<file path="src/logic/irq_ctrl_pkg.sv">
package irq_ctrl_pkg;
	localparam int unsigned PC_W = 13;
	localparam int unsigned NUM_SRC = 8;
	localparam int unsigned SRC_IDX_W = 3;
	localparam int unsigned APB_AW = 12;
	// Register byte offsets on the bus
	localparam logic [APB_AW-1:0] OFS_EDGE = 12'h000;
	localparam logic [APB_AW-1:0] OFS_CTRL0 = 12'h004;
	localparam logic [APB_AW-1:0] OFS_CTRL1 = 12'h008;
	localparam logic [APB_AW-1:0] OFS_CTRL2 = 12'h00c;
	localparam logic [APB_AW-1:0] OFS_TMR0 = 12'h010;
	localparam logic [APB_AW-1:0] OFS_TMR1 = 12'h014;
	localparam logic [APB_AW-1:0] OFS_STACK = 12'h018;
	// Source slots, also the index into the vector table
	localparam logic [2:0] SRC_EXT = 3'h0;
	localparam logic [2:0] SRC_TOUCH = 3'h1;
	localparam logic [2:0] SRC_MF0 = 3'h2;
	localparam logic [2:0] SRC_SER = 3'h3;
	localparam logic [2:0] SRC_TB0 = 3'h4;
	localparam logic [2:0] SRC_TB1 = 3'h5;
	localparam logic [2:0] SRC_EE = 3'h6;
	localparam logic [2:0] SRC_MF1 = 3'h7;
	// Bit positions inside the control registers
	localparam int unsigned B_EMI = 0;
	localparam int unsigned B_LO_EN = 1;
	localparam int unsigned B_HI_EN = 2;
	localparam int unsigned B_TOP_EN = 3;
	localparam int unsigned B_BASE_F = 4;
	localparam int unsigned B_LO_F = 5;
	localparam int unsigned B_HI_F = 6;
	localparam int unsigned B_TOP_F = 7;
	localparam int unsigned B_TM_PE = 0;
	localparam int unsigned B_TM_AE = 1;
	localparam int unsigned B_TM_PF = 4;
	localparam int unsigned B_TM_AF = 5;
	// Edge select encodings
	localparam logic [1:0] EDGE_OFF = 2'h0;
	localparam logic [1:0] EDGE_RISE = 2'h1;
	localparam logic [1:0] EDGE_FALL = 2'h2;
	localparam logic [1:0] EDGE_BOTH = 2'h3;
	localparam logic [7:0] REG_RESET = 8'h00;
	// Field k of the priority word names the source at rank k (rank 0 first)
	localparam logic [NUM_SRC*SRC_IDX_W-1:0] PRIO_DEFAULT = 24'hfa_c688;
	localparam logic [NUM_SRC*PC_W-1:0] VEC_DEFAULT = {13'h0020, 13'h001c, 13'h0018,
		13'h0014, 13'h0010, 13'h000c, 13'h0008, 13'h0004};

	typedef struct packed {
		logic touch_ovf;
		logic [1:0] tick_ovf;
		logic eeprom_done;
		logic uart_mode;
		logic [3:0] sync_evt;
		logic [5:0] uart_evt;
		logic [1:0] cmp_a;
		logic [1:0] cmp_p;
	} periph_evt_s;

	typedef struct packed {
		logic instr_end;
		logic call;
		logic ret;
		logic return_from_interrupt;
		logic [PC_W-1:0] next_pc;
	} cpu_req_s;
endpackage

</file>
<file path="src/logic/irq_ctrl.sv">
// Register access over APB and the register addresses were left to the implementer.
`timescale 1ns/100ps
module irq_ctrl import irq_ctrl_pkg::*; #(
	parameter int unsigned STACK_DEPTH = 8,
	parameter logic [NUM_SRC*SRC_IDX_W-1:0] PRIORITY = PRIO_DEFAULT,
	parameter logic [NUM_SRC*PC_W-1:0] VECTORS = VEC_DEFAULT
) (
	input wire logic CLK,
	input wire logic ARST_N,
	input wire logic PSEL,
	input wire logic PENABLE,
	input wire logic PWRITE,
	input wire logic [APB_AW-1:0] PADDR,
	input wire logic [31:0] PWDATA,
	output logic [31:0] PRDATA,
	output logic PREADY,
	output logic PSLVERR,
	input wire logic EXT_PIN,
	input wire logic EXT_PIN_ROUTED,
	input wire logic EXT_PIN_IS_INPUT,
	input wire periph_evt_s PERIPH_EVT,
	input wire logic SLEEP_MODE,
	input wire cpu_req_s CPU_REQ,
	output logic PC_LOAD,
	output logic [PC_W-1:0] PC_VALUE,
	output logic IRQ_TAKEN,
	output logic [SRC_IDX_W-1:0] IRQ_SRC,
	output logic STACK_FULL,
	output logic WAKE
);
	localparam int unsigned SP_W = $clog2(STACK_DEPTH + 1);
	localparam logic [SP_W-1:0] SP_FULL = SP_W'(STACK_DEPTH);

	typedef struct packed {
		logic [1:0] edge_sel;
		logic global_irq_enable;
		logic [NUM_SRC-1:0] src_en;
		logic [NUM_SRC-1:0] src_flag;
		logic [3:0] tm_en;
		logic [3:0] tm_flag;
		logic pin_prev;
		logic pin_ok_prev;
		logic [STACK_DEPTH-1:0][PC_W-1:0] stk;
		logic [SP_W-1:0] sp;
		logic full;
		logic pc_load;
		logic [PC_W-1:0] pc_value;
		logic irq_taken;
		logic [SRC_IDX_W-1:0] irq_src;
		logic wake;
		logic pready;
		logic pslverr;
		logic [31:0] prdata;
	} state_s;

	state_s s;
	state_s next_s;
	logic setup;
	logic wr;
	logic mapped;
	logic take;
	logic found;
	logic [SRC_IDX_W-1:0] sel;
	logic [SRC_IDX_W-1:0] cand;
	logic [NUM_SRC-1:0] pend;
	logic [7:0] rd;
	logic pin_ok;
	logic rise;
	logic fall;
	logic ext_evt;
	logic ser_evt;
	logic [3:0] tm_rise;

	// Decode and read mux; reserved bits read as zero
	always_comb begin
		rd = REG_RESET;
		mapped = 1'b1;
		if (PADDR == OFS_EDGE) begin
			rd[1:0] = s.edge_sel;
		end else if (PADDR == OFS_CTRL0) begin
			rd[B_EMI] = s.global_irq_enable;
			rd[B_LO_EN] = s.src_en[SRC_EXT];
			rd[B_HI_EN] = s.src_en[SRC_TOUCH];
			rd[B_TOP_EN] = s.src_en[SRC_MF0];
			rd[B_BASE_F] = s.src_flag[SRC_EXT];
			rd[B_LO_F] = s.src_flag[SRC_TOUCH];
			rd[B_HI_F] = s.src_flag[SRC_MF0];
		end else if (PADDR == OFS_CTRL1) begin
			rd[B_EMI] = s.src_en[SRC_SER];
			rd[B_LO_EN] = s.src_en[SRC_TB0];
			rd[B_HI_EN] = s.src_en[SRC_TB1];
			rd[B_TOP_EN] = s.src_en[SRC_EE];
			rd[B_BASE_F] = s.src_flag[SRC_SER];
			rd[B_LO_F] = s.src_flag[SRC_TB0];
			rd[B_HI_F] = s.src_flag[SRC_TB1];
			rd[B_TOP_F] = s.src_flag[SRC_EE];
		end else if (PADDR == OFS_CTRL2) begin
			rd[B_EMI] = s.src_en[SRC_MF1];
			rd[B_BASE_F] = s.src_flag[SRC_MF1];
		end else if (PADDR == OFS_TMR0) begin
			rd[B_TM_PE] = s.tm_en[0];
			rd[B_TM_AE] = s.tm_en[1];
			rd[B_TM_PF] = s.tm_flag[0];
			rd[B_TM_AF] = s.tm_flag[1];
		end else if (PADDR == OFS_TMR1) begin
			rd[B_TM_PE] = s.tm_en[2];
			rd[B_TM_AE] = s.tm_en[3];
			rd[B_TM_PF] = s.tm_flag[2];
			rd[B_TM_AF] = s.tm_flag[3];
		end else if (PADDR == OFS_STACK) begin
			rd[7] = s.full;
			rd[SP_W-1:0] = s.sp;
		end else begin
			mapped = 1'b0;
		end
	end

	// Fixed priority pick among enabled pending sources
	always_comb begin
		found = 1'b0;
		sel = SRC_EXT;
		cand = SRC_EXT;
		pend = s.src_flag & s.src_en;
		for (int k = 0; k < NUM_SRC; k++) begin
			cand = PRIORITY[k*SRC_IDX_W +: SRC_IDX_W];
			if (pend[cand] && !found) begin
				found = 1'b1;
				sel = cand;
			end
		end
		// Only at an instruction boundary with no stack op competing
		take = CPU_REQ.instr_end && !CPU_REQ.call && !CPU_REQ.ret && !CPU_REQ.return_from_interrupt
			&& s.global_irq_enable && !s.full && found;
	end

	// Peripheral event qualification
	always_comb begin
		pin_ok = EXT_PIN_ROUTED && EXT_PIN_IS_INPUT;
		rise = pin_ok && s.pin_ok_prev && EXT_PIN && !s.pin_prev;
		fall = pin_ok && s.pin_ok_prev && !EXT_PIN && s.pin_prev;
		ext_evt = ((s.edge_sel == EDGE_RISE) && rise) || ((s.edge_sel == EDGE_FALL) && fall)
			|| ((s.edge_sel == EDGE_BOTH) && (rise || fall));
		ser_evt = PERIPH_EVT.uart_mode ? |PERIPH_EVT.uart_evt : |PERIPH_EVT.sync_evt;
	end

	// Next state: bus write, then service clears, then hardware sets so a set wins
	always_comb begin
		next_s = s;
		next_s.pc_load = 1'b0;
		next_s.irq_taken = 1'b0;
		next_s.wake = 1'b0;
		tm_rise = 4'h0;
		setup = PSEL && !PENABLE;
		// Zero-wait slave: answer prepared in setup, presented in access
		next_s.pready = setup;
		next_s.pslverr = setup && !mapped;
		next_s.prdata = setup ? {24'h00_0000, rd} : 32'h0000_0000;
		wr = PSEL && PENABLE && s.pready && PWRITE && !s.pslverr;
		if (wr) begin
			if (PADDR == OFS_EDGE) begin
				next_s.edge_sel = PWDATA[1:0];
			end else if (PADDR == OFS_CTRL0) begin
				next_s.global_irq_enable = PWDATA[B_EMI];
				next_s.src_en[SRC_EXT] = PWDATA[B_LO_EN];
				next_s.src_en[SRC_TOUCH] = PWDATA[B_HI_EN];
				next_s.src_en[SRC_MF0] = PWDATA[B_TOP_EN];
				next_s.src_flag[SRC_EXT] = PWDATA[B_BASE_F];
				next_s.src_flag[SRC_TOUCH] = PWDATA[B_LO_F];
				next_s.src_flag[SRC_MF0] = PWDATA[B_HI_F];
			end else if (PADDR == OFS_CTRL1) begin
				next_s.src_en[SRC_SER] = PWDATA[B_EMI];
				next_s.src_en[SRC_TB0] = PWDATA[B_LO_EN];
				next_s.src_en[SRC_TB1] = PWDATA[B_HI_EN];
				next_s.src_en[SRC_EE] = PWDATA[B_TOP_EN];
				next_s.src_flag[SRC_SER] = PWDATA[B_BASE_F];
				next_s.src_flag[SRC_TB0] = PWDATA[B_LO_F];
				next_s.src_flag[SRC_TB1] = PWDATA[B_HI_F];
				next_s.src_flag[SRC_EE] = PWDATA[B_TOP_F];
			end else if (PADDR == OFS_CTRL2) begin
				next_s.src_en[SRC_MF1] = PWDATA[B_EMI];
				next_s.src_flag[SRC_MF1] = PWDATA[B_BASE_F];
			end else if (PADDR == OFS_TMR0) begin
				next_s.tm_en[1:0] = {PWDATA[B_TM_AE], PWDATA[B_TM_PE]};
				next_s.tm_flag[1:0] = {PWDATA[B_TM_AF], PWDATA[B_TM_PF]};
			end else if (PADDR == OFS_TMR1) begin
				next_s.tm_en[3:2] = {PWDATA[B_TM_AE], PWDATA[B_TM_PE]};
				next_s.tm_flag[3:2] = {PWDATA[B_TM_AF], PWDATA[B_TM_PF]};
			end
		end
		// Sequencer side: take, call push, or pop
		if (take) begin
			next_s.global_irq_enable = 1'b0;
			next_s.src_flag[sel] = 1'b0;
			next_s.stk[s.sp] = CPU_REQ.next_pc;
			next_s.sp = s.sp + 1'b1;
			next_s.pc_load = 1'b1;
			next_s.pc_value = VECTORS[sel*PC_W +: PC_W];
			next_s.irq_taken = 1'b1;
			next_s.irq_src = sel;
		end else if (CPU_REQ.call && !s.full) begin
			next_s.stk[s.sp] = CPU_REQ.next_pc;
			next_s.sp = s.sp + 1'b1;
		end else if ((CPU_REQ.ret || CPU_REQ.return_from_interrupt) && (s.sp != '0)) begin
			next_s.sp = s.sp - 1'b1;
			next_s.pc_load = 1'b1;
			next_s.pc_value = s.stk[s.sp - 1'b1];
			if (CPU_REQ.return_from_interrupt) begin
				next_s.global_irq_enable = 1'b1;
			end
		end
		// Hardware sets; blocked or disabled requests are kept
		next_s.tm_flag = next_s.tm_flag | {PERIPH_EVT.cmp_a[1], PERIPH_EVT.cmp_p[1],
			PERIPH_EVT.cmp_a[0], PERIPH_EVT.cmp_p[0]};
		// Group flag follows an enabled member becoming set, by hardware or write
		tm_rise = (next_s.tm_flag & next_s.tm_en) & ~(s.tm_flag & s.tm_en);
		next_s.src_flag[SRC_MF0] = next_s.src_flag[SRC_MF0] | (|tm_rise[1:0]);
		next_s.src_flag[SRC_MF1] = next_s.src_flag[SRC_MF1] | (|tm_rise[3:2]);
		next_s.src_flag[SRC_EXT] = next_s.src_flag[SRC_EXT] | ext_evt;
		next_s.src_flag[SRC_TOUCH] = next_s.src_flag[SRC_TOUCH] | PERIPH_EVT.touch_ovf;
		next_s.src_flag[SRC_TB0] = next_s.src_flag[SRC_TB0] | PERIPH_EVT.tick_ovf[0];
		next_s.src_flag[SRC_TB1] = next_s.src_flag[SRC_TB1] | PERIPH_EVT.tick_ovf[1];
		next_s.src_flag[SRC_EE] = next_s.src_flag[SRC_EE] | PERIPH_EVT.eeprom_done;
		next_s.src_flag[SRC_SER] = next_s.src_flag[SRC_SER] | ser_evt;
		// Wake only on a 0 to 1 change, so a pre-set flag masks its wake-up
		next_s.wake = SLEEP_MODE && (|({next_s.src_flag, next_s.tm_flag}
			& ~{s.src_flag, s.tm_flag}));
		next_s.full = (next_s.sp == SP_FULL);
		next_s.pin_prev = EXT_PIN;
		next_s.pin_ok_prev = pin_ok;
	end

	// Single state register
	always_ff @(posedge CLK or negedge ARST_N) begin
		if (!ARST_N) begin
			s <= '0;
		end else begin
			s <= next_s;
		end
	end

	assign PRDATA = s.prdata;
	assign PREADY = s.pready;
	assign PSLVERR = s.pslverr;
	assign PC_LOAD = s.pc_load;
	assign PC_VALUE = s.pc_value;
	assign IRQ_TAKEN = s.irq_taken;
	assign IRQ_SRC = s.irq_src;
	assign STACK_FULL = s.full;
	assign WAKE = s.wake;

	// Checks on the design's own behaviour
	a_gie_blocks_take: assert property (@(posedge CLK) disable iff (!ARST_N)
		!s.global_irq_enable |=> !IRQ_TAKEN) else $error("interrupt taken with global enable low");
	a_full_blocks_take: assert property (@(posedge CLK) disable iff (!ARST_N)
		s.full |=> !IRQ_TAKEN) else $error("interrupt taken with stack full");
	a_take_clears_gie: assert property (@(posedge CLK) disable iff (!ARST_N)
		IRQ_TAKEN |-> !s.global_irq_enable && !s.src_en[IRQ_SRC] || !s.global_irq_enable)
		else $error("global enable still set after take");
	a_take_pushes_pc: assert property (@(posedge CLK) disable iff (!ARST_N)
		IRQ_TAKEN |-> s.sp == $past(s.sp) + 1'b1 && PC_LOAD
		&& PC_VALUE == VECTORS[IRQ_SRC*PC_W +: PC_W]
		&& s.stk[$past(s.sp)] == $past(CPU_REQ.next_pc))
		else $error("take did not push pc and load vector");
	a_return_from_interrupt_sets_gie: assert property (@(posedge CLK) disable iff (!ARST_N)
		CPU_REQ.return_from_interrupt && s.sp != '0 |=> s.global_irq_enable && PC_LOAD && s.sp == $past(s.sp) - 1'b1)
		else $error("return from interrupt did not restore");
	a_ret_keeps_gie: assert property (@(posedge CLK) disable iff (!ARST_N)
		CPU_REQ.ret && !CPU_REQ.return_from_interrupt && !wr |=> s.global_irq_enable == $past(s.global_irq_enable))
		else $error("plain return changed global enable");
	a_disabled_flag_held: assert property (@(posedge CLK) disable iff (!ARST_N)
		s.src_flag[SRC_EE] && !s.src_en[SRC_EE] && !wr |=> s.src_flag[SRC_EE])
		else $error("disabled pending flag was lost");
	a_group_keeps_members: assert property (@(posedge CLK) disable iff (!ARST_N)
		IRQ_TAKEN && IRQ_SRC == SRC_MF0 && !$past(wr)
		|-> ($past(s.tm_flag) & ~s.tm_flag) == 4'h0)
		else $error("group service cleared a member flag");
	a_wake_on_rise: assert property (@(posedge CLK) disable iff (!ARST_N)
		$rose(s.src_flag[SRC_EE]) && $past(SLEEP_MODE) |-> WAKE)
		else $error("flag rise in sleep gave no wake");
	a_edge_off_quiet: assert property (@(posedge CLK) disable iff (!ARST_N)
		s.edge_sel == EDGE_OFF && !wr |=> !$rose(s.src_flag[SRC_EXT]))
		else $error("external flag set with edges disabled");
	a_serial_sets: assert property (@(posedge CLK) disable iff (!ARST_N)
		ser_evt |=> s.src_flag[SRC_SER]) else $error("serial event lost");
	// A take must serve an enabled pending source, and rank 0 first when it waits
	a_take_needs_enable: assert property (@(posedge CLK) disable iff (!ARST_N)
		IRQ_TAKEN |-> IRQ_SRC == $past(sel) && $past(pend[sel]))
		else $error("take of a source that was not enabled and pending");
	a_prio_first: assert property (@(posedge CLK) disable iff (!ARST_N)
		IRQ_TAKEN && $past(pend[PRIORITY[SRC_IDX_W-1:0]])
		|-> IRQ_SRC == PRIORITY[SRC_IDX_W-1:0])
		else $error("top ranked source was passed over");
	// Serviced flags drop unless a fresh event lands in the take cycle, which wins
	a_ext_flag_clears: assert property (@(posedge CLK) disable iff (!ARST_N)
		IRQ_TAKEN && IRQ_SRC == SRC_EXT && !$past(ext_evt) |-> !s.src_flag[SRC_EXT])
		else $error("external flag kept after service");
	a_eeprom_clears: assert property (@(posedge CLK) disable iff (!ARST_N)
		IRQ_TAKEN && IRQ_SRC == SRC_EE && !$past(PERIPH_EVT.eeprom_done)
		|-> !s.src_flag[SRC_EE]) else $error("eeprom flag kept after service");
	a_serial_clears: assert property (@(posedge CLK) disable iff (!ARST_N)
		IRQ_TAKEN && IRQ_SRC == SRC_SER && !$past(ser_evt) |-> !s.src_flag[SRC_SER])
		else $error("serial flag kept after service");
	a_touch_clears: assert property (@(posedge CLK) disable iff (!ARST_N)
		IRQ_TAKEN && IRQ_SRC == SRC_TOUCH && !$past(PERIPH_EVT.touch_ovf)
		|-> !s.src_flag[SRC_TOUCH]) else $error("touch flag kept after service");
	// Pin gating, the edge select write, the group flag set and wake only in sleep
	a_pin_gated: assert property (@(posedge CLK) disable iff (!ARST_N)
		!pin_ok && !wr |=> !$rose(s.src_flag[SRC_EXT]))
		else $error("external flag set while pin not usable");
	a_edge_write_lands: assert property (@(posedge CLK) disable iff (!ARST_N)
		wr && PADDR == OFS_EDGE |=> s.edge_sel == $past(PWDATA[1:0]))
		else $error("edge select write did not land");
	a_group_sets: assert property (@(posedge CLK) disable iff (!ARST_N)
		|tm_rise[1:0] |=> s.src_flag[SRC_MF0]) else $error("group flag missed a member");
	a_wake_needs_sleep: assert property (@(posedge CLK) disable iff (!ARST_N)
		WAKE |-> $past(SLEEP_MODE)) else $error("wake pulse outside sleep");
endmodule

</file>
<file path="config.mk">
export PLATFORM = sky130hd
export DESIGN_NAME = irq_ctrl
export DESIGN_NICKNAME = d
export VERILOG_FILES = /design/src/logic/irq_ctrl_pkg.sv /design/src/logic/irq_ctrl.sv
export SDC_FILE = /design/constraint.sdc
export NUM_CORES = 1
export LEC_CHECK = 0
export BUFFER_PORTS_ARGS = -buffer_cell sky130_fd_sc_hd__buf_2
export CAP_MARGIN = 15
export CORE_UTILIZATION = 29
export CTS_CLUSTER_DIAMETER = 60
export DETAILED_ROUTE_END_ITERATION = 10
export PLACE_DENSITY = 0.54
export SKIP_CTS_REPAIR_TIMING = 1
export SLEW_MARGIN = 20
export SYNTH_ARGS = -nofsm -noshare
export SYNTH_HDL_FRONTEND = slang
export SYNTH_SLANG_ARGS = --single-unit
</file>
<file path="constraint.sdc">
create_clock -name CLK -period 3.8 [get_ports CLK]
set_input_delay 0.19 -clock CLK [delete_from_list [all_inputs] [get_ports CLK]]
set_output_delay 0.19 -clock CLK [all_outputs]
set_load 0.01 [all_outputs]
</file>
==> impl_metrics.env, run 1 <==
export IMPL_status="complete, but fails checks"
export IMPL_failed_checks="hold timing"
export IMPL_fin_tns_setup_ns=0
export IMPL_switching_share_pct=33.3
export IMPL_nFillCells=2810
export IMPL_path_buf_inv=2
export IMPL_power_density_mw_per_mm2=723
export IMPL_async_reset_ff_share_pct=100
export IMPL_ys_flop_type="dfrtp_1"
export IMPL_ant_nets=0
export IMPL_setup_viol=0
export IMPL_ys_top_cells_by_area="dfrtp_1, mux2_2, mux4_2, buf_4, mux2i_1"
export IMPL_synth_top_area_share_pct=50.2
export IMPL_peakVddDrop_v=0.000373
export IMPL_grt_max_degree=93
export IMPL_vias_per_cell=4.89
export IMPL_final_cell_mix="dfrtp_1, mux2_2, buf_2"
export IMPL_skew_ns=0.0187
export IMPL_end_kind="flop"
export IMPL_post_dp_hpwl_mm=13.8
export IMPL_final_min_clock_period_ns=3.03
export IMPL_dr_total_vias=5636
export IMPL_instances_no_fill=1153
export IMPL_cts_num_sinks=167
export IMPL_maxCapViolCount=0
export IMPL_synth_edff_count=0
export IMPL_pin_count=143
export IMPL_clock_root_buffer="clkbuf_16"
export IMPL_rrSetupSlack_ns=0.77
export IMPL_drt_met1_wl_mm=8.96
export IMPL_fin_nets=856
export IMPL_power_leakage_nw=4.37
export IMPL_track_usage_pct=14.3
export IMPL_internal_power_mw=4.70
export IMPL_die_area_mm2=0.0294
export IMPL_antenna_found_initial=2
export IMPL_initial_utilization_pct=29.7
export IMPL_core_mm2=0.0280
export IMPL_finalHoldViolCount=2
export IMPL_tightest_slew_ns=0.934
export IMPL_cts_buffers=17
export IMPL_crit_required_ns=4.12
export IMPL_slew_headroom_pct=37.7
export IMPL_cts_tree="done"
export IMPL_drv_slew=0
export IMPL_seq_area_frac_synth_pct=50.2
export IMPL_fmax_mhz=330
export IMPL_rsz0062_at_grt="no"
export IMPL_wire_per_inst_um=17.4
export IMPL_hp_class="in2reg"
export IMPL_cts_buffer_depth=2
export IMPL_critPathArrivalTime_ns=3.35
export IMPL_highest_layer="met5"
export IMPL_place_inst=1116
export IMPL_die_y_um=171
export IMPL_num_antenna_cells=0
export IMPL_crit_chain="a22oi_1 -> a31o_2 -> inv_1 -> nor2_1 -> nor3_1 -> nand3_1 -> buf_4 -> mux2_2"
export IMPL_startpoint_type="flop"
export IMPL_fp_dieW_um=171
export IMPL_reg2reg_depth=8
export IMPL_drt_initial_drc_count=359
export IMPL_drtPass1Iterations=4
export IMPL_postSynthAreaPerCell_um2=12.2
export IMPL_pwr_share_seq_pct=39.1
export IMPL_drive_gt1_share_pct=39.4
export IMPL_drt_total_wl_mm=20.0
export IMPL_synth_top_cell_by_area="dfrtp_1"
export IMPL_cpMaxStageDelayCell="dfrtp_1"
export IMPL_hold_depth=3
export IMPL_ys_ff_latch=167
export IMPL_synth_cell_types=64
export IMPL_grt_pass1_wl_mm=31.7
export IMPL_critical_path_class="reg2reg"
export IMPL_met3_length_mm=1.10
export IMPL_gp_congestion=0.822
export IMPL_grt_overflow=0
export IMPL_num_rows=61
export IMPL_numPortBuffers=94
export IMPL_cp_depth=8
export IMPL_worstReg2RegStart="s[175]$_DFF_PN0_"
export IMPL_switchingPower_mw=2.35
export IMPL_area_delta_synth_final_pct=17.0
export IMPL_grt_pass1_vias=5642
export IMPL_wl_met2_mm=9.60
export IMPL_drc=0
export IMPL_worstPathMaxFanout=15
export IMPL_min_to="s[178]$_DFF_PN0_"
export IMPL_min_period_over_period_pct=79.7
export IMPL_whs_ns=-0.0252
export IMPL_pwr_share_comb_pct=35.0
export IMPL_min_from="PERIPH_EVT[15]"
export IMPL_cpPeakStageDelay_ns=0.48
export IMPL_pwr_share_clk_pct=25.9
export IMPL_clk_latency_ns=0.44
export IMPL_synthCells=680
export IMPL_ys_warn_count=0
export IMPL_syn_area_mm2=0.00833
export IMPL_r2r_end="s[114]$_DFFE_PN0P_"
export IMPL_critPathTopFamily="compound AO/OA/AOI/OAI gates"
export IMPL_clk_pin_slew_ns=0.08
export IMPL_htreeDepth=4
export IMPL_final_common_cell="dfrtp_1"
-- power by group through the flow --
| stage | clock network [mW] | logic (mW) | registers (mW) |
|---|---|---|---|
| final | 1.83 | 2.46 | 2.76 |
| after global routing | 1.94 | 2.70 | 2.84 |
| after CTS | 1.87 | 2.52 | 2.75 |
| after detailed placement | 0 | 2.51 | 2.79 |
| after global placement | 0 | 2.46 | 2.77 |
| after floorplan | 0 | 1.97 | 2.65 |
-- metrics by stage --
step	area, µm²	total power [mW]	utilization (%)	hold slack [ns]	setup WS, ns
2_1_floorplan	8420	4.62	-	-0.106	1.07
3_3_place_gp	9050	5.24	32.3	0.326	0.823
3_5_place_dp	9050	5.30	32.3	0.329	0.805
4_1_cts	9690	7.14	34.6	-0.135	0.765
5_1_grt	9740	7.48	34.8	0.00104	0.544
6_report	9740	7.05	34.8	-0.0252	0.771
-- final cells by class --
type | count | area [µm²] | area share (%)
clock buffer | 17 | 425 | 4.37
timing repair buffer | 117 | 674 | 6.92
inverter | 18 | 67.6 | 0.694
tap | 378 | 473 | 4.85
multi-input combinational | 441 | 3710 | 38.1
clock inverter | 15 | 211 | 2.17
sequential | 167 | 4180 | 42.9
-- how the worst max path moves through the flow --
stage	from	endpoint	slack, ns
CTS	s[175]$_DFF_PN0_	s[115]$_DFFE_PN0P_	0.76
floorplan	s[54]$_DFF_PN0_	PC_VALUE[10]$_DFFE_PN0P_	1.07
global placement	s[176]$_DFF_PN0_	s[121]$_DFFE_PN0P_	0.82
global route	s[175]$_DFF_PN0_	PC_VALUE[5]$_DFFE_PN0P_	0.54
detailed placement	s[176]$_DFF_PN0_	s[120]$_DFFE_PN0P_	0.80
finish	s[175]$_DFF_PN0_	s[114]$_DFFE_PN0P_	0.77
-- cells by family after synthesis --
group                      count (synthesis)  share of synthesized area (%)
AOI/OAI and AO/OA                         95                           7.38
xor gates and xnor gates                   3                          0.316
adders and majority gates                  5                          0.751
buffers and inverters                     95                           6.53
DFF                                      167                           50.2
muxes                                    165                           25.6
other                                      1                         0.0450
and+or+nand+nor                          149                           9.22
-- worst register-to-register path, delay by kind of cell, from the launching register on --
| kind | cells | cell delay [ns] |
|---|---|---|
| AND/OR/NAND/NOR | 3 | 0.66 |
| flip-flops | 1 | 0.48 |
| buffers and inverters | 2 | 0.55 |
| AO/OA/AOI/OAI | 2 | 0.86 |
| multiplexers | 1 | 0.37 |
-- cells in the mapped netlist, types with 2 or more instances --
cell type  number
mux2_2        119
or3_1           4
a31oi_1         2
and2_1          2
o31a_1          2
o21a_1          2
clkbuf_1       20
buf_4          48
nand3b_1        3
nand4_1         3
a22oi_1         5
nand2b_1       10
o221ai_1        4
nor3_1         13
nor4b_1         2
o22ai_1        10
inv_1          18
or4_1           2
nor2b_1         2
nand3_1        22
ha_1            5
o21ai_0        28
mux2i_1        19
a222oi_1        3
nand2_1        36
a22o_1          2
mux4_2         26
and3_1          2
nor2_1         29
or4_4           2
a21o_1          2
buf_1           8
dfrtp_1       167
xnor2_1         2
nor4_1          5
a21oi_1        21
or2_2           3
-- state kept, by name, indices dropped and copies added (netlist names) --
register / flops
s: 137
PC_VALUE: 13
PRDATA: 8
IRQ_SRC: 3
IRQ_TAKEN: 1
PC_LOAD: 1
PREADY: 1
PSLVERR: 1
STACK_FULL: 1
WAKE: 1
-- routing by layer --
layer | vias up | global-route usage, %
li1 | 2583 | -
met1 | 2848 | 18.1
met2 | 168 | 23.8
met3 | 33 | 3.68
met4 | 4 | 4.58
met5 | - | 0
Note: power is estimated with default switching activity, not from simulation.
==> inputs of run 2 (changes only) <==
==> constraint.sdc (replaced) <==
create_clock -name CLK -period 2.88 [get_ports CLK]
set_input_delay 0.144 -clock CLK [delete_from_list [all_inputs] [get_ports CLK]]
set_output_delay 0.144 -clock CLK [all_outputs]
set_load 0.01 [all_outputs]
==> impl_metrics.env, run 2 (same netlist as run 1, synthesis figures left out) <==
export IMPL_rsz0062_at_grt="no"
export IMPL_status="finished, final reports clean"
export IMPL_final_min_clock_period_ns=2.58
export IMPL_gp_congestion=0.871
export IMPL_rrSetupSlack_ns=0.30
export IMPL_final_cell_mix="dfrtp_1, mux2_2, buf_2"
export IMPL_grt_pass1_wl_mm=32.4
export IMPL_core_mm2=0.0280
export IMPL_skew_ns=0.0172
export IMPL_min_to="s[171]$_DFF_PN0_"
export IMPL_cts_num_sinks=167
export IMPL_drtPass1Iterations=6
export IMPL_die_area_mm2=0.0294
export IMPL_fmax_mhz=388
export IMPL_num_rows=61
export IMPL_pin_count=143
export IMPL_grt_max_degree=67
export IMPL_grt_overflow=0
export IMPL_power_density_mw_per_mm2=933
export IMPL_grt_pass1_vias=5680
export IMPL_drv_slew=0
export IMPL_largest_reg_flops=137
export IMPL_worstReg2RegStart="s[172]$_DFF_PN0_"
export IMPL_die_y_um=171
export IMPL_drive_gt1_share_pct=40.1
export IMPL_worstPathMaxFanout=6
export IMPL_min_from="PWDATA[1]"
export IMPL_finalHoldViolCount=0
export IMPL_fin_nets=881
export IMPL_startpoint_type="flop"
export IMPL_top_register="s"
export IMPL_setup_viol=0
export IMPL_nFillCells=2769
export IMPL_power_leakage_nw=4.48
export IMPL_area_delta_synth_final_pct=19.2
export IMPL_reg2reg_depth=7
export IMPL_cts_buffers=17
export IMPL_wire_per_inst_um=17.3
export IMPL_grt_use_met2_pct=24.1
export IMPL_drc=0
export IMPL_use_met3_pct=3.47
export IMPL_cts_tree="done"
export IMPL_antenna_found_initial=3
export IMPL_clk_latency_ns=0.44
export IMPL_fin_tns_setup_ns=0
export IMPL_end_kind="flop"
export IMPL_final_common_cell="dfrtp_1"
export IMPL_critical_path_class="reg2reg"
export IMPL_hp_class="in2reg"
export IMPL_maxCapViolCount=0
export IMPL_peakVddDrop_v=0.000487
export IMPL_dr_total_vias=5681
export IMPL_place_ws_ns=0.178
export IMPL_clk_pin_slew_ns=0.08
export IMPL_slew_headroom_pct=43.5
export IMPL_critPathArrivalTime_ns=2.88
export IMPL_min_period_over_period_pct=89.5
export IMPL_tightest_slew_ns=0.848
export IMPL_initial_utilization_pct=29.7
export IMPL_r2r_end="WAKE$_DFF_PN0_"
export IMPL_vias_per_cell=4.82
export IMPL_post_dp_hpwl_mm=14.3
export IMPL_numPortBuffers=94
export IMPL_track_usage_pct=14.6
export IMPL_drt_initial_drc_count=467
export IMPL_layout_setup_ws_ns=0.302
export IMPL_cts_buffer_depth=2
export IMPL_num_antenna_cells=0
export IMPL_crit_required_ns=3.19
export IMPL_ant_nets=0
export IMPL_grt_busiest_layer="met2"
export IMPL_clock_root_buffer="clkbuf_16"
export IMPL_htreeDepth=4
export IMPL_global_route_usage_met1_pct=18.9
export IMPL_fp_dieW_um=171
export IMPL_drt_total_wl_mm=20.3
export IMPL_hold_depth=3
-- run 2: final cells by class --
| type | instances | area [µm²] | area share, % |
|---|---|---|---|
| inverter | 18 | 67.6 | 0.680 |
| clock buffer | 17 | 425 | 4.28 |
| timing repair buffer | 142 | 897 | 9.03 |
| sequential | 167 | 4180 | 42.1 |
| clock inverter | 15 | 176 | 1.78 |
| tap | 378 | 473 | 4.76 |
| multi-input combinational | 441 | 3710 | 37.4 |
-- run 2: metal layers --
layer | share of wire (%) | wire length (µm)
met1 | 45 | 9210
met2 | 48 | 9760
met3 | 5.1 | 1030
met4 | 1.5 | 311
met5 | 0.20 | 41
-- run 2: worst max-delay path, stage by stage (launching register included) --
cell	delay (ns)
dfrtp_1	0.45
a22oi_1	0.36
nand2_1	0.23
or3_1	0.46
nand2_1	0.22
a2111oi_0	0.15
o31a_1	0.25
or3_1	0.34
-- run 2: worst max path at each step --
stage | slack (ns) | start | end
2_1_floorplan | 0.15 | s[54]$_DFF_PN0_ | PC_VALUE[10]$_DFFE_PN0P_
3_3_place_gp | 0.18 | PADDR[9] | WAKE$_DFF_PN0_
3_5_place_dp | 0.18 | PADDR[9] | WAKE$_DFF_PN0_
4_1_cts | 0.30 | STACK_FULL$_DFF_PN0_ | s[88]$_DFFE_PN0P_
5_1_grt | 0.04 | STACK_FULL$_DFF_PN0_ | s[88]$_DFFE_PN0P_
6_report | 0.30 | s[172]$_DFF_PN0_ | WAKE$_DFF_PN0_
-- run 2: stage by stage --
| stage | hold WS [ns] | instance area [µm²] | utilization (%) | cells | total power, mW |
|---|---|---|---|---|---|
| floorplan | -0.152 | 8420 | - | 703 | 6.09 |
| global placement | 0.196 | 9190 | 32.8 | 1132 | 6.99 |
| detailed placement | 0.196 | 9190 | 32.8 | 1132 | 7.07 |
| CTS | -0.273 | 9790 | 34.9 | 1164 | 9.39 |
| global route | 0.0159 | 9930 | 35.4 | 1178 | 9.86 |
| finish | 0.00228 | 9930 | 35.4 | 1178 | 9.27 |
-- run 2: power breakdown --
group	switching [mW]	internal, mW
Sequential	0.420	3.18
Combinational	1.51	1.85
Clock	1.12	1.18
==> inputs of run 3 (changes only) <==
--- a/config.mk
+++ b/config.mk
@@ -11,6 +11,7 @@
 export CTS_CLUSTER_DIAMETER = 60
 export DETAILED_ROUTE_END_ITERATION = 10
 export PLACE_DENSITY = 0.54
+export REMOVE_ABC_BUFFERS = 1
 export SKIP_CTS_REPAIR_TIMING = 1
 export SLEW_MARGIN = 20
 export SYNTH_ARGS = -nofsm -noshare
==> constraint.sdc (replaced) <==
create_clock -name CLK -period 2.88 [get_ports CLK]
set_input_delay 0.144 -clock CLK [delete_from_list [all_inputs] [get_ports CLK]]
set_output_delay 0.144 -clock CLK [all_outputs]
set_load 0.005 [all_outputs]
==> impl_metrics.env, run 3 (same netlist as run 1, synthesis figures left out) <==
export IMPL_status="finished, final reports clean"
export IMPL_grt_max_degree=69
export IMPL_track_usage_pct=14.6
export IMPL_grt_pass1_wl_mm=32.0
export IMPL_critical_path_class="reg2reg"
export IMPL_hp_class="in2reg"
export IMPL_largest_reg_flops=137
export IMPL_crit_required_ns=3.19
export IMPL_ant_nets=0
export IMPL_worstPathMaxFanout=6
export IMPL_grt_overflow=0
export IMPL_instances_no_fill=1179
export IMPL_layout_setup_ws_ns=0.371
export IMPL_fin_nets=881
export IMPL_min_period_over_period_pct=87.1
export IMPL_critPathArrivalTime_ns=2.81
export IMPL_place_inst=1133
export IMPL_power_density_mw_per_mm2=927
export IMPL_fmax_mhz=399
export IMPL_place_ws_ns=0.131
export IMPL_peakVddDrop_v=0.000504
export IMPL_wire_per_inst_um=17.4
export IMPL_initial_utilization_pct=29.7
export IMPL_setup_viol=0
export IMPL_skew_ns=0.0103
export IMPL_slew_headroom_pct=48.8
export IMPL_num_rows=61
export IMPL_end_kind="flop"
export IMPL_drt_total_wl_mm=20.5
export IMPL_final_cell_mix="dfrtp_1, mux2_2, buf_2"
export IMPL_antenna_found_initial=2
export IMPL_clk_latency_ns=0.43
export IMPL_cts_tree="done"
export IMPL_drv_slew=0
export IMPL_dr_total_vias=5661
export IMPL_place_area_mm2=0.00920
export IMPL_numPortBuffers=94
export IMPL_drive_gt1_share_pct=40.3
export IMPL_drt_initial_drc_count=348
export IMPL_area_delta_synth_final_pct=19.0
export IMPL_final_common_cell="dfrtp_1"
export IMPL_maxCapViolCount=0
export IMPL_top_register="s"
export IMPL_startpoint_type="flop"
export IMPL_pin_count=143
export IMPL_power_leakage_nw=4.46
export IMPL_cts_num_sinks=167
export IMPL_drc=0
export IMPL_die_area_mm2=0.0294
export IMPL_post_dp_hpwl_mm=14.3
export IMPL_clock_root_buffer="clkbuf_16"
export IMPL_htreeDepth=4
export IMPL_nFillCells=2830
export IMPL_final_area_mm2=0.00991
export IMPL_rsz0062_at_grt="no"
export IMPL_grt_pass1_vias=5592
export IMPL_fp_dieW_um=171
export IMPL_gp_congestion=0.873
export IMPL_cts_buffers=17
export IMPL_tightest_slew_ns=0.768
export IMPL_drtPass1Iterations=5
export IMPL_vias_per_cell=4.80
export IMPL_cts_buffer_depth=2
export IMPL_die_y_um=171
export IMPL_core_mm2=0.0280
export IMPL_final_min_clock_period_ns=2.51
export IMPL_finalHoldViolCount=0
export IMPL_clk_pin_slew_ns=0.07
export IMPL_whs_ns=0.00799
-- run 3: changes by cell type in the layout (fill, tap and decap cells not counted), sizes merged --
cell         previous run  this run
inv                    26        25
clkinvlp                1         3
buf                   128       129
bufinv                  0         1
diode                   0         1
clkinv                  6         4
dlygate4sd3            14        13
-- run 3: path summary, 6_finish.rpt --
check	start	end	slack, ns	cells after the start
max in group asynchronous	ARST_N	s[121]$_DFFE_PN0P_	1.82	3
min in group asynchronous	ARST_N	s[171]$_DFF_PN0_	0.27	2
worst max register to register	s[174]$_DFF_PN0_	WAKE$_DFF_PN0_	0.37	7
worst min register to register	s[129]$_DFFE_PN0P_	s[129]$_DFFE_PN0P_	0.50	1
worst max-delay path	s[174]$_DFF_PN0_	WAKE$_DFF_PN0_	0.37	7
worst min-delay path	PWDATA[0]	s[187]$_DFFE_PN0P_	0.008	2
-- run 3: layer usage --
metal | track usage (%) | wire (µm)
met1 | 20.0 | 9690
met3 | 3.41 | 1160
met5 | 0 | 8
met2 | 23.0 | 9430
met4 | 4.50 | 232
-- run 3: report_power, final --
group | internal, mW | switching, mW
clock | 1.23 | 1.04
combinational | 1.87 | 1.45
sequential | 3.18 | 0.416
-- run 3: layout make-up --
type | count | area (µm²) | share of cell area (%)
clock buffer | 17 | 425 | 4.29
clock inverter | 15 | 160 | 1.62
antenna | 1 | 2.50 | 0.0252
timing repair buffer | 142 | 895 | 9.02
tap | 378 | 473 | 4.77
sequential | 167 | 4180 | 42.2
multi-input combinational | 441 | 3710 | 37.4
inverter | 18 | 67.6 | 0.682
-- run 3: worst max-delay path, cell delays in order (launching register included) --
cell and delay [ns]:
dfrtp_1 0.42, a22oi_1 0.38, nand2_1 0.22, or3_1 0.45, nand2_1 0.18, a2111oi_0 0.14
o31a_1 0.25, or3_1 0.35
-- run 3: stage by stage --
stage	TNS (ns)	utilization (%)	power (mW)
after floorplan	-11.13	-	5.88
after global placement	0	32.8	6.91
after detailed placement	0	32.8	7.00
after CTS	0	34.9	9.31
after global routing	0	35.4	9.78
final	0	35.4	9.19
